==> config.mk <==
export PLATFORM = sky130hd
export DESIGN_NAME = transmitter_mode_and_serial_port
export DESIGN_NICKNAME = d
export VERILOG_FILES = /design/src/core/txfe_pkg.sv /design/src/core/pin_sync.sv /design/src/core/transmitter_mode_and_serial_port.sv
export SDC_FILE = /design/constraint.sdc
export NUM_CORES = 1
export LEC_CHECK = 0
export BUFFER_PORTS_ARGS = -buffer_cell sky130_fd_sc_hd__buf_2
export CORE_MARGIN = 8
export CORE_UTILIZATION = 57
export CTS_CLUSTER_SIZE = 24
export DETAILED_ROUTE_END_ITERATION = 7
export GPL_TIMING_DRIVEN = 0
export PLACE_DENSITY = 0.83
export SYNTH_ARGS = -nofsm -noshare
export SYNTH_HDL_FRONTEND = slang
export SYNTH_SLANG_ARGS = --single-unit
==> constraint.sdc <==
create_clock -name clk -period 3.75 [get_ports clk]
set_input_delay 0.1875 -clock clk [delete_from_list [all_inputs] [get_ports clk]]
set_output_delay 0.1875 -clock clk [all_outputs]
set_load 0.02 [all_outputs]
==> src/core/txfe_pkg.sv <==
// Shared constants for the transmitter mode and serial port front end
package txfe_pkg;
    // ----------------------------------------------------------------
    // Frame and configuration word
    // ----------------------------------------------------------------
    localparam int FRAME_BITS = 16;
    localparam int CNT_W = 5;
    localparam logic [CNT_W-1:0] FRAME_CNT = 5'h10;
    localparam logic [CNT_W-1:0] CNT_SAT = 5'h11;
    localparam logic [FRAME_BITS-1:0] CFG_RESET = 16'h0000;
    // Field positions inside the configuration word
    localparam int F_STATUS_OUT_ONE_SEL = 0;
    localparam int F_GPO2_SEL = 3;
    localparam int F_FSK = 6;
    localparam int F_DEV = 7;
    localparam int F_PWR = 8;
    localparam int F_CARRIER = 10;
    localparam int SEL_W = 3;
    localparam int STAT_W = 8;
    localparam logic [2:0] SERIAL_MODE_CODE = 3'h0;
    // Serial clock limit the host must keep
    localparam int SCLK_MAX_KHZ = 3000;
    localparam int SYNC_STAGES = 2;
    typedef enum logic [1:0] {
        ST_IDLE = 2'b01,
        ST_SHIFT = 2'b10
    } port_state_t;
endpackage

==> src/core/pin_sync.sv <==
// Two-stage synchroniser for asynchronous pin inputs
`timescale 1ns/1ps
`default_nettype none
module pin_sync #(
    parameter int WIDTH = 1
) (
    // Clock and reset
    input wire logic clk,
    input wire logic rst_n,
    // Data
    input wire logic [WIDTH-1:0] d,
    output logic [WIDTH-1:0] q
);
    logic [WIDTH-1:0] meta_r;
    always_ff @(posedge clk or negedge rst_n) begin
        if (!rst_n) begin
            meta_r <= '0;
            q <= '0;
        end else begin
            meta_r <= d;
            q <= meta_r;
        end
    end
endmodule // pin_sync
`default_nettype wire

==> src/core/transmitter_mode_and_serial_port.sv <==
// Mode select, serial port and status pins of the transmitter front end
// Functional notes
// - All three carrier select pins low selects serial mode, else manual.
// - In manual mode the carrier select pins choose the carrier setting.
// - In serial mode the shared pin is data out with select low, status two otherwise.
// - In manual mode the shared pin is an input, low ASK and high FSK.
// - Status one shows a selected status in serial mode, lock detect in manual.
// - Serial data in is sampled on each rising serial clock with select low.
// - A new output bit follows the select fall and each falling serial clock.
// - Deep shutdown high in low-voltage mode disables reset circuit and pulls.
// - Select is active low in serial mode and picks deviation in manual mode.
// - In manual mode data in is power MSB and serial clock is power LSB.
`timescale 1ns/1ps
`default_nettype none
module transmitter_mode_and_serial_port
    import txfe_pkg::*;
(
    // Clock and reset
    input wire logic clk,
    input wire logic reset_n,
    // Mode and serial pins
    input wire logic carrier_sel_bit0,
    input wire logic carrier_sel_bit1,
    input wire logic carrier_sel_bit2,
    input wire logic chip_select_or_deviation,
    input wire logic serial_clock_or_power_lsb,
    input wire logic serial_in_or_power_msb,
    input wire logic deep_shutdown_in,
    input wire logic low_voltage_mode,
    // Shared modulation select / status two pin
    input wire logic mod_select_or_status_two_in,
    output logic mod_select_or_status_two_out,
    output logic mod_select_or_status_two_oe,
    // Status pin one and internal status
    output logic status_out_one,
    input wire logic lock_detect,
    input wire logic [STAT_W-1:0] status_sources,
    // Settings to the transmitter core
    output logic serial_mode,
    output logic [2:0] carrier_sel,
    output logic fsk_select,
    output logic large_deviation,
    output logic [1:0] power_level,
    output logic [FRAME_BITS-1:0] config_word,
    output logic por_enable,
    output logic pull_enable
);
    // ----------------------------------------------------------------
    // Reset release and pin synchronisers
    // ----------------------------------------------------------------
    logic rst_meta_r, rst_n;
    always_ff @(posedge clk or negedge reset_n) begin
        if (!reset_n) begin
            rst_meta_r <= 1'b0;
            rst_n <= 1'b0;
        end else begin
            rst_meta_r <= 1'b1;
            rst_n <= rst_meta_r;
        end
    end

    logic [9:0] pins_s;
    pin_sync #(.WIDTH(10)) u_sync (
        .clk(clk),
        .rst_n(rst_n),
        .d({low_voltage_mode, deep_shutdown_in, mod_select_or_status_two_in,
            serial_in_or_power_msb, serial_clock_or_power_lsb,
            chip_select_or_deviation, carrier_sel_bit2, carrier_sel_bit1,
            carrier_sel_bit0, lock_detect}),
        .q(pins_s)
    );
    logic lock_s, cs_s, sck_s, sdi_s, mod_s, shdn_s, lv_s;
    logic [2:0] freq_s;
    assign lock_s = pins_s[0];
    assign freq_s = pins_s[3:1];
    assign cs_s = pins_s[4];
    assign sck_s = pins_s[5];
    assign sdi_s = pins_s[6];
    assign mod_s = pins_s[7];
    assign shdn_s = pins_s[8];
    assign lv_s = pins_s[9];

    // ----------------------------------------------------------------
    // Serial port and settings
    // ----------------------------------------------------------------
    // Pins cross two flops, so each host phase must span several clocks;
    // the 3 MHz host limit leaves ample margin at 250 MHz.
    port_state_t state_r, state_nxt;
    logic cs_q_r, cs_q_nxt, sck_q_r, sck_q_nxt;
    logic [CNT_W-1:0] cnt_r, cnt_nxt;
    logic [FRAME_BITS-1:0] rx_r, rx_nxt, tx_r, tx_nxt, cfg_r, cfg_nxt;
    logic sdo_r, sdo_nxt;
    logic smode_r, smode_nxt, pin_out_r, pin_out_nxt, pin_oe_r, pin_oe_nxt;
    logic st1_r, st1_nxt, fsk_r, fsk_nxt, dev_r, dev_nxt;
    logic [2:0] car_r, car_nxt;
    logic [1:0] pwr_r, pwr_nxt;
    logic por_r, por_nxt, pull_r, pull_nxt;
    logic cs_fall, cs_rise, sck_rise, sck_fall, smode, shdn_act;

    assign smode = (freq_s == SERIAL_MODE_CODE);
    assign shdn_act = shdn_s & lv_s;
    assign cs_fall = cs_q_r & ~cs_s;
    assign cs_rise = ~cs_q_r & cs_s;
    assign sck_rise = ~sck_q_r & sck_s;
    assign sck_fall = sck_q_r & ~sck_s;

    always_comb begin
        state_nxt = state_r;
        cnt_nxt = cnt_r;
        rx_nxt = rx_r;
        tx_nxt = tx_r;
        sdo_nxt = sdo_r;
        cfg_nxt = cfg_r;
        cs_q_nxt = cs_s;
        sck_q_nxt = sck_s;
        case (state_r)
            ST_IDLE: begin
                if (smode && cs_fall) begin
                    state_nxt = ST_SHIFT;
                    cnt_nxt = '0;
                    tx_nxt = cfg_r;
                    sdo_nxt = cfg_r[FRAME_BITS-1];
                end
            end
            ST_SHIFT: begin
                if (cs_rise || !smode) begin
                    state_nxt = ST_IDLE;
                    if (cs_rise && cnt_r == FRAME_CNT) begin
                        cfg_nxt = rx_r;
                    end
                end else if (sck_rise) begin
                    rx_nxt = {rx_r[FRAME_BITS-2:0], sdi_s};
                    if (cnt_r != CNT_SAT) begin
                        cnt_nxt = cnt_r + 5'h01;
                    end
                end else if (sck_fall) begin
                    tx_nxt = {tx_r[FRAME_BITS-2:0], 1'b0};
                    sdo_nxt = tx_r[FRAME_BITS-2];
                end
            end
            default: state_nxt = ST_IDLE;
        endcase
        if (shdn_act) begin
            // Contents are lost in deep shutdown; host must rewrite
            state_nxt = ST_IDLE;
            cfg_nxt = CFG_RESET;
        end
        smode_nxt = smode;
        por_nxt = ~shdn_act;
        pull_nxt = ~shdn_act;
        if (smode) begin
            pin_oe_nxt = 1'b1;
            pin_out_nxt = cs_s ? status_sources[cfg_r[F_GPO2_SEL +: SEL_W]]
                               : sdo_r;
            st1_nxt = status_sources[cfg_r[F_STATUS_OUT_ONE_SEL +: SEL_W]];
            car_nxt = cfg_r[F_CARRIER +: 3];
            fsk_nxt = cfg_r[F_FSK];
            dev_nxt = cfg_r[F_DEV];
            pwr_nxt = cfg_r[F_PWR +: 2];
        end else begin
            pin_oe_nxt = 1'b0;
            pin_out_nxt = 1'b0;
            st1_nxt = lock_s;
            car_nxt = freq_s;
            fsk_nxt = mod_s;
            dev_nxt = cs_s;
            pwr_nxt = {sdi_s, sck_s};
        end
    end

    always_ff @(posedge clk or negedge rst_n) begin
        if (!rst_n) begin
            state_r <= ST_IDLE;
            // Same level as the synchroniser in reset: no false select edge
            cs_q_r <= 1'b0;
            sck_q_r <= 1'b0;
            cnt_r <= '0;
            rx_r <= '0;
            tx_r <= '0;
            cfg_r <= CFG_RESET;
            sdo_r <= 1'b0;
            smode_r <= 1'b0;
            pin_out_r <= 1'b0;
            pin_oe_r <= 1'b0;
            st1_r <= 1'b0;
            car_r <= 3'h0;
            fsk_r <= 1'b0;
            dev_r <= 1'b0;
            pwr_r <= 2'h0;
            por_r <= 1'b1;
            pull_r <= 1'b1;
        end else begin
            state_r <= state_nxt;
            cs_q_r <= cs_q_nxt;
            sck_q_r <= sck_q_nxt;
            cnt_r <= cnt_nxt;
            rx_r <= rx_nxt;
            tx_r <= tx_nxt;
            cfg_r <= cfg_nxt;
            sdo_r <= sdo_nxt;
            smode_r <= smode_nxt;
            pin_out_r <= pin_out_nxt;
            pin_oe_r <= pin_oe_nxt;
            st1_r <= st1_nxt;
            car_r <= car_nxt;
            fsk_r <= fsk_nxt;
            dev_r <= dev_nxt;
            pwr_r <= pwr_nxt;
            por_r <= por_nxt;
            pull_r <= pull_nxt;
        end
    end

    assign serial_mode = smode_r;
    assign mod_select_or_status_two_out = pin_out_r;
    assign mod_select_or_status_two_oe = pin_oe_r;
    assign status_out_one = st1_r;
    assign carrier_sel = car_r;
    assign fsk_select = fsk_r;
    assign large_deviation = dev_r;
    assign power_level = pwr_r;
    assign config_word = cfg_r;
    assign por_enable = por_r;
    assign pull_enable = pull_r;
endmodule // transmitter_mode_and_serial_port
`default_nettype wire

==> results.cfg, run 1 <==
[floorplan]
die_y_um = 96.38
coreArea_um2 = 6314
rows = 29
dieArea_um2 = 9288
io_pins = 49
die_w_um = 96.38
initial_core_util = 0.5832

[synth]
synth_compound_area_frac = 0.08291
synth_area_leaders = dfrtp_1 60%, mux2_2 11%, a22o_1 4.0%
ys_seq_elements = 90
syn_inst = 255
synth-simple-area-share = 0.07204
synth_edf_count = 0
synth_mux_area_frac = 0.1797
synth_cell_types = 45
synth_nets = 280
synth_top_family_by_area = multiplexers
yosys.area_share.xor_xnor = 0
synth-adder-area-share = 0.01699
synth_top_cell_area_share = 0.5980
synth_top_area_cell = dfrtp_1
avgSynthCellArea_um2 = 14.44
synthArstFlopShare = 1.000
ys_seq_area_frac = 0.6123
yosysWarnings = 0
yosys_most_used_dff = dfrtp_1
syn_area_um2 = 3682

[worst_setup_path]
critPathKind = flop to flop
cp_data_required_time_ns = 4.05
endpoint_kind = flop
max_stage_delay_ns = 0.54
cp_num_buf_inv = 2
crit_fanout = 10
crit_family = compound AO/OA/AOI/OAI gates
cp_cell_sequence = inv_1 -> ha_1 -> nand3_1 -> nor4_1 -> a21oi_1 -> clkbuf_1 -> a22o_1
cp.arrival_ns = 2.60
cp-start-kind = flop
cpMaxStageDelayCell = dfstp_2

[timing]
worstMarginPinSlew_ns = 0.6365
fin_setup_tns_ns = 0
timing_hold_violations_final = 0
post-route-period-util = 0.6136
slew_headroom = 0.5757
final-setup-viol-count = 0
min_period_ns = 2.301
max_freq_mhz = 434.6
rsz0062_at_grt = false
worst_slack_ns = 1.449
report.final.slew_viol_count = 0
fin_skew_ns = 0.008731
hold_ws_ns = 0.1251

[final_layout]
diodes = 0
layout-drive-gt1-share = 0.3837
areaGrowthSynthToFinish_pct = 18.45
mostFrequentLayoutCell = dfrtp_1
num-nets-final = 351
fillers = 438
final_cell_mix = 87 x dfrtp_1, 50 x buf_2, 37 x mux2_2

[clocking]
numCtsBuffers = 9
cts_resized = 0
root_buffer = clkbuf_8
post_cts_buffers = 0
ctsHoldBuffers = 11
htree_levels = 3
cts_tree = yes
cts.path.max_buffers = 2
worstSkewPairLatency_ns = 0.36
clkSinkCount = 90
clk_pin_slew_ns = 0.09

[global_routing]
grt_max_degree = 72
first_global_vias = 2417
grt_overflow = 0
track_usage = 0.1705
grt_pass1_wl_um = 11890
antenna_found_initial = 0

[power]
cellPowerDensity_nw_per_um2 = 410.9
power_mw = 1.792
max-vdd-ir-drop_v = 0.0003822
p_leak_nw = 2.203

[status]
status = complete, no violations

[drt]
vias = 2289
drtAntennaViolNets = 0
drt_iter0_drc = 104
wl_um = 7282
wire_per_inst_um = 17.85
vias_per_cell = 5.610
drc = 0
first_pass_iters = 4

[placement]
place_hpwl_um = 4952
dp_slack_ns = 1.471
portBuffers = 48
place_congestion = 0.8237

[min_path]
worstHoldPathType = primary input to async pin

[job]
max_cap_viol_count = 0
cell type report:
type	instances	area, µm²	area share
Tap cell	77	96.34	0.02209
Clock inverter	6	73.82	0.01692
Inverter	6	35.03	0.008032
Clock buffer	10	127.6	0.02926
Sequential cell	90	2258	0.5178
Multi-Input combinational cell	145	1299	0.2978
Timing Repair Buffer	60	377.9	0.08663
Buffer	14	93.84	0.02151
report_power, final:
part	leakage (nW)	switching, mW	internal, mW
registers	1.18	0.0136	0.991
clock network	0.0950	0.352	0.316
logic	0.932	0.0671	0.0517
state kept, by name (all words and copies together) (netlist names):
signal and flops:
carrier_sel 3, sdo_r 1, large_deviation 1, tx_r 15, rst_n 1, u_sync.q 10, rx_r 16, cs_q_r 1
state_r 2, sck_q_r 1, rst_meta_r 1, u_sync.meta_r 10, status_out_one 1, pull_enable 1, mod_select_or_status_two_out 1, config_word 16
power_level 2, fsk_select 1, cnt_r 5, mod_select_or_status_two_oe 1
cells in the mapped netlist (2+ instances only):
cell and instances:
a21oi_1 3, dfstp_2 2, mux2_2 37, and2_1 2
buf_4 2, nand3b_1 4, nand4_1 3, nor2_1 4
a21o_1 5, nor3b_1 2, dfrtp_1 88, nor4_1 3
mux4_2 4, nor2b_1 3, a22o_1 17, mux2_4 9
clkbuf_1 6, ha_1 5, inv_1 5, nand2_1 19
buf_6 2, o21ai_0 5, mux2i_1 2, buf_2 2
final timing paths:
path	end	slack (ns)	startpoint	cells past startpoint
min	rst_n	0.13	reset_n	2
min in group clk	u_sync.q[8]	0.35	u_sync.meta_r[8]	0
max in group asynchronous	state_r[0]	2.91	rst_n	1
max reg2reg	config_word[14]	1.45	state_r[0]	7
max	config_word[14]	1.45	state_r[0]	7
min reg2reg	u_sync.meta_r[2]	0.20	rst_n	0
cells by family (layout without fill, tap and decap cells):
family          count (synthesis)  after routing
flops                          90             90
buf+inv                        20             96
other cells                     1              1
compound gates                 39             39
fa+ha+maj                       5              5
simple gates                   48             48
mux                            52             52
through the flow:
stage | std cells | instance area [µm²] | utilization
floorplan | 255 | 3682 | -
global placement | 380 | 4019 | 0.6365
detailed placement | 381 | 4050 | 0.6415
CTS | 408 | 4362 | 0.6908
global route | 408 | 4362 | 0.6908
finish | 408 | 4362 | 0.6908
layer usage:
layer / global-route usage / vias up / part of all wire
li1: - / 1060 / -
met1: 0.2014 / 1162 / 0.43
met2: 0.2860 / 54 / 0.51
met3: 0.06028 / 13 / 0.051
met4: 0.05422 / 0 / 0.015
met5: 0 / - / 0
Power figures use the tool's default switching activity.
==> run 2, diff against run 1 <==
==> constraint.sdc (replaced) <==
create_clock -name clk -period 2.4 [get_ports clk]
set_input_delay 0.12 -clock clk [delete_from_list [all_inputs] [get_ports clk]]
set_output_delay 0.12 -clock clk [all_outputs]
set_load 0.02 [all_outputs]
==> results.cfg, run 2 (same netlist as run 1, synthesis figures left out) <==
[status]
status = complete, no violations

[final_layout]
diodes = 0
num-nets-final = 351
mostFrequentLayoutCell = dfrtp_1
stdcell_area_um2 = 4388
areaGrowthSynthToFinish_pct = 19.16
fillers = 430
layout-drive-gt1-share = 0.3897
final_cell_mix = 87 x dfrtp_1, 50 x buf_2, 37 x mux2_2

[drt]
wl_um = 7579
drt_iter0_drc = 117
first_pass_iters = 4
drtAntennaViolNets = 0
drc = 0
wire_per_inst_um = 18.58
vias = 2320
vias_per_cell = 5.686

[floorplan]
coreArea_um2 = 6314
rows = 29
die_w_um = 96.38
dieArea_um2 = 9288
initial_core_util = 0.5832
die_y_um = 96.38
io_pins = 49

[timing]
fin_setup_tns_ns = 0
min_period_ns = 2.289
max_freq_mhz = 436.8
post-route-period-util = 0.9539
rsz0062_at_grt = false
worstMarginPinSlew_ns = 0.5851
fin_skew_ns = 0.009732
timing_hold_violations_final = 0
slew_headroom = 0.6099
final-setup-viol-count = 0
report.final.slew_viol_count = 0

[min_path]
worstHoldPathType = primary input to async pin

[clocking]
root_buffer = clkbuf_8
numCtsBuffers = 9
htree_levels = 3
post_cts_buffers = 0
worstSkewPairLatency_ns = 0.35
clkSinkCount = 90
clk_pin_slew_ns = 0.09
cts_tree = yes
cts.path.max_buffers = 2

[global_routing]
first_global_vias = 2513
track_usage = 0.1791
antenna_found_initial = 0
grt_max_degree = 55
grt_pass1_wl_um = 12590
grt_overflow = 0

[placement]
placed_area_um2 = 4050
portBuffers = 48
place_congestion = 0.8313
place_hpwl_um = 5137

[power]
p_leak_nw = 2.216
max-vdd-ir-drop_v = 0.0005371
cellPowerDensity_nw_per_um2 = 658.0

[worst_setup_path]
cp-start-kind = flop
cp_data_required_time_ns = 2.64
crit_fanout = 10
critPathKind = flop to flop
cp.arrival_ns = 2.53
endpoint_kind = flop
ff2ff_path_depth = 8

[job]
max_cap_viol_count = 0
## run 2: routing by layer
layer	GRT usage	part of all wire	vias up
met5	0	0	-
met4	0.09458	0.018	0
met3	0.03709	0.047	13
met2	0.2923	0.52	56
met1	0.2208	0.42	1185
li1	-	-	1066
## run 2: cell type report
class | instances | area, µm² | share of cell area
sequential | 90 | 2258 | 0.5147
multi-input combinational | 145 | 1309 | 0.2983
timing repair buffer | 60 | 377.9 | 0.08611
clock buffer | 10 | 127.6 | 0.02908
tap | 77 | 96.34 | 0.02196
buffer | 14 | 93.84 | 0.02139
clock inverter | 6 | 90.09 | 0.02053
inverter | 6 | 35.03 | 0.007984
## run 2: critical path: stages (launching register included)
cell and delay (ns):
dfstp_2 0.55, inv_1 0.06, ha_1 0.31, nor3b_1 0.28
a21oi_2 0.19, a21o_1 0.20, buf_6 0.14, buf_12 0.15
mux2_4 0.30
## run 2: timing repair
| item | CTS | global route |
|---|---|---|
| resized for setup | 0 | 2 |
| hold buffers | 11 | 0 |
| setup endpoints to repair | 0 | 10 |
| hold endpoints to repair | 12 | 0 |
## run 2: final timing paths
kind                                   start               end  slack [ns]
min in group clk           status_sources[0]    status_out_one        0.34
setup reg to reg                  state_r[0]           tx_r[9]        0.11
hold / removal                       reset_n             rst_n        0.06
hold reg to reg                        rst_n  u_sync.meta_r[2]        0.29
setup / recovery                  state_r[0]           tx_r[9]        0.11
max in group asynchronous              rst_n           tx_r[0]        1.48
## run 2: power breakdown
group,switching [mW],internal [mW],leakage (nW)
clock,0.537,0.591,0.107
combinational,0.103,0.0813,0.933
sequential,0.0265,1.55,1.18
## run 2: per-stage QoR
| step | utilization | power [mW] | cells | setup slack (ns) | hold slack, ns |
|---|---|---|---|---|---|
| after CTS | 0.6934 | 2.908 | 408 | 0.07529 | 0.04963 |
| final | 0.6950 | 2.887 | 408 | 0.1106 | 0.05805 |
| after floorplan | - | 1.710 | 255 | 0.3293 | -0.1756 |
| after detailed placement | 0.6415 | 1.777 | 381 | 0.1023 | -0.09055 |
| after global routing | 0.6950 | 2.983 | 408 | 0.01526 | 0.06470 |
| after global placement | 0.6367 | 1.761 | 380 | 0.1707 | -0.09411 |
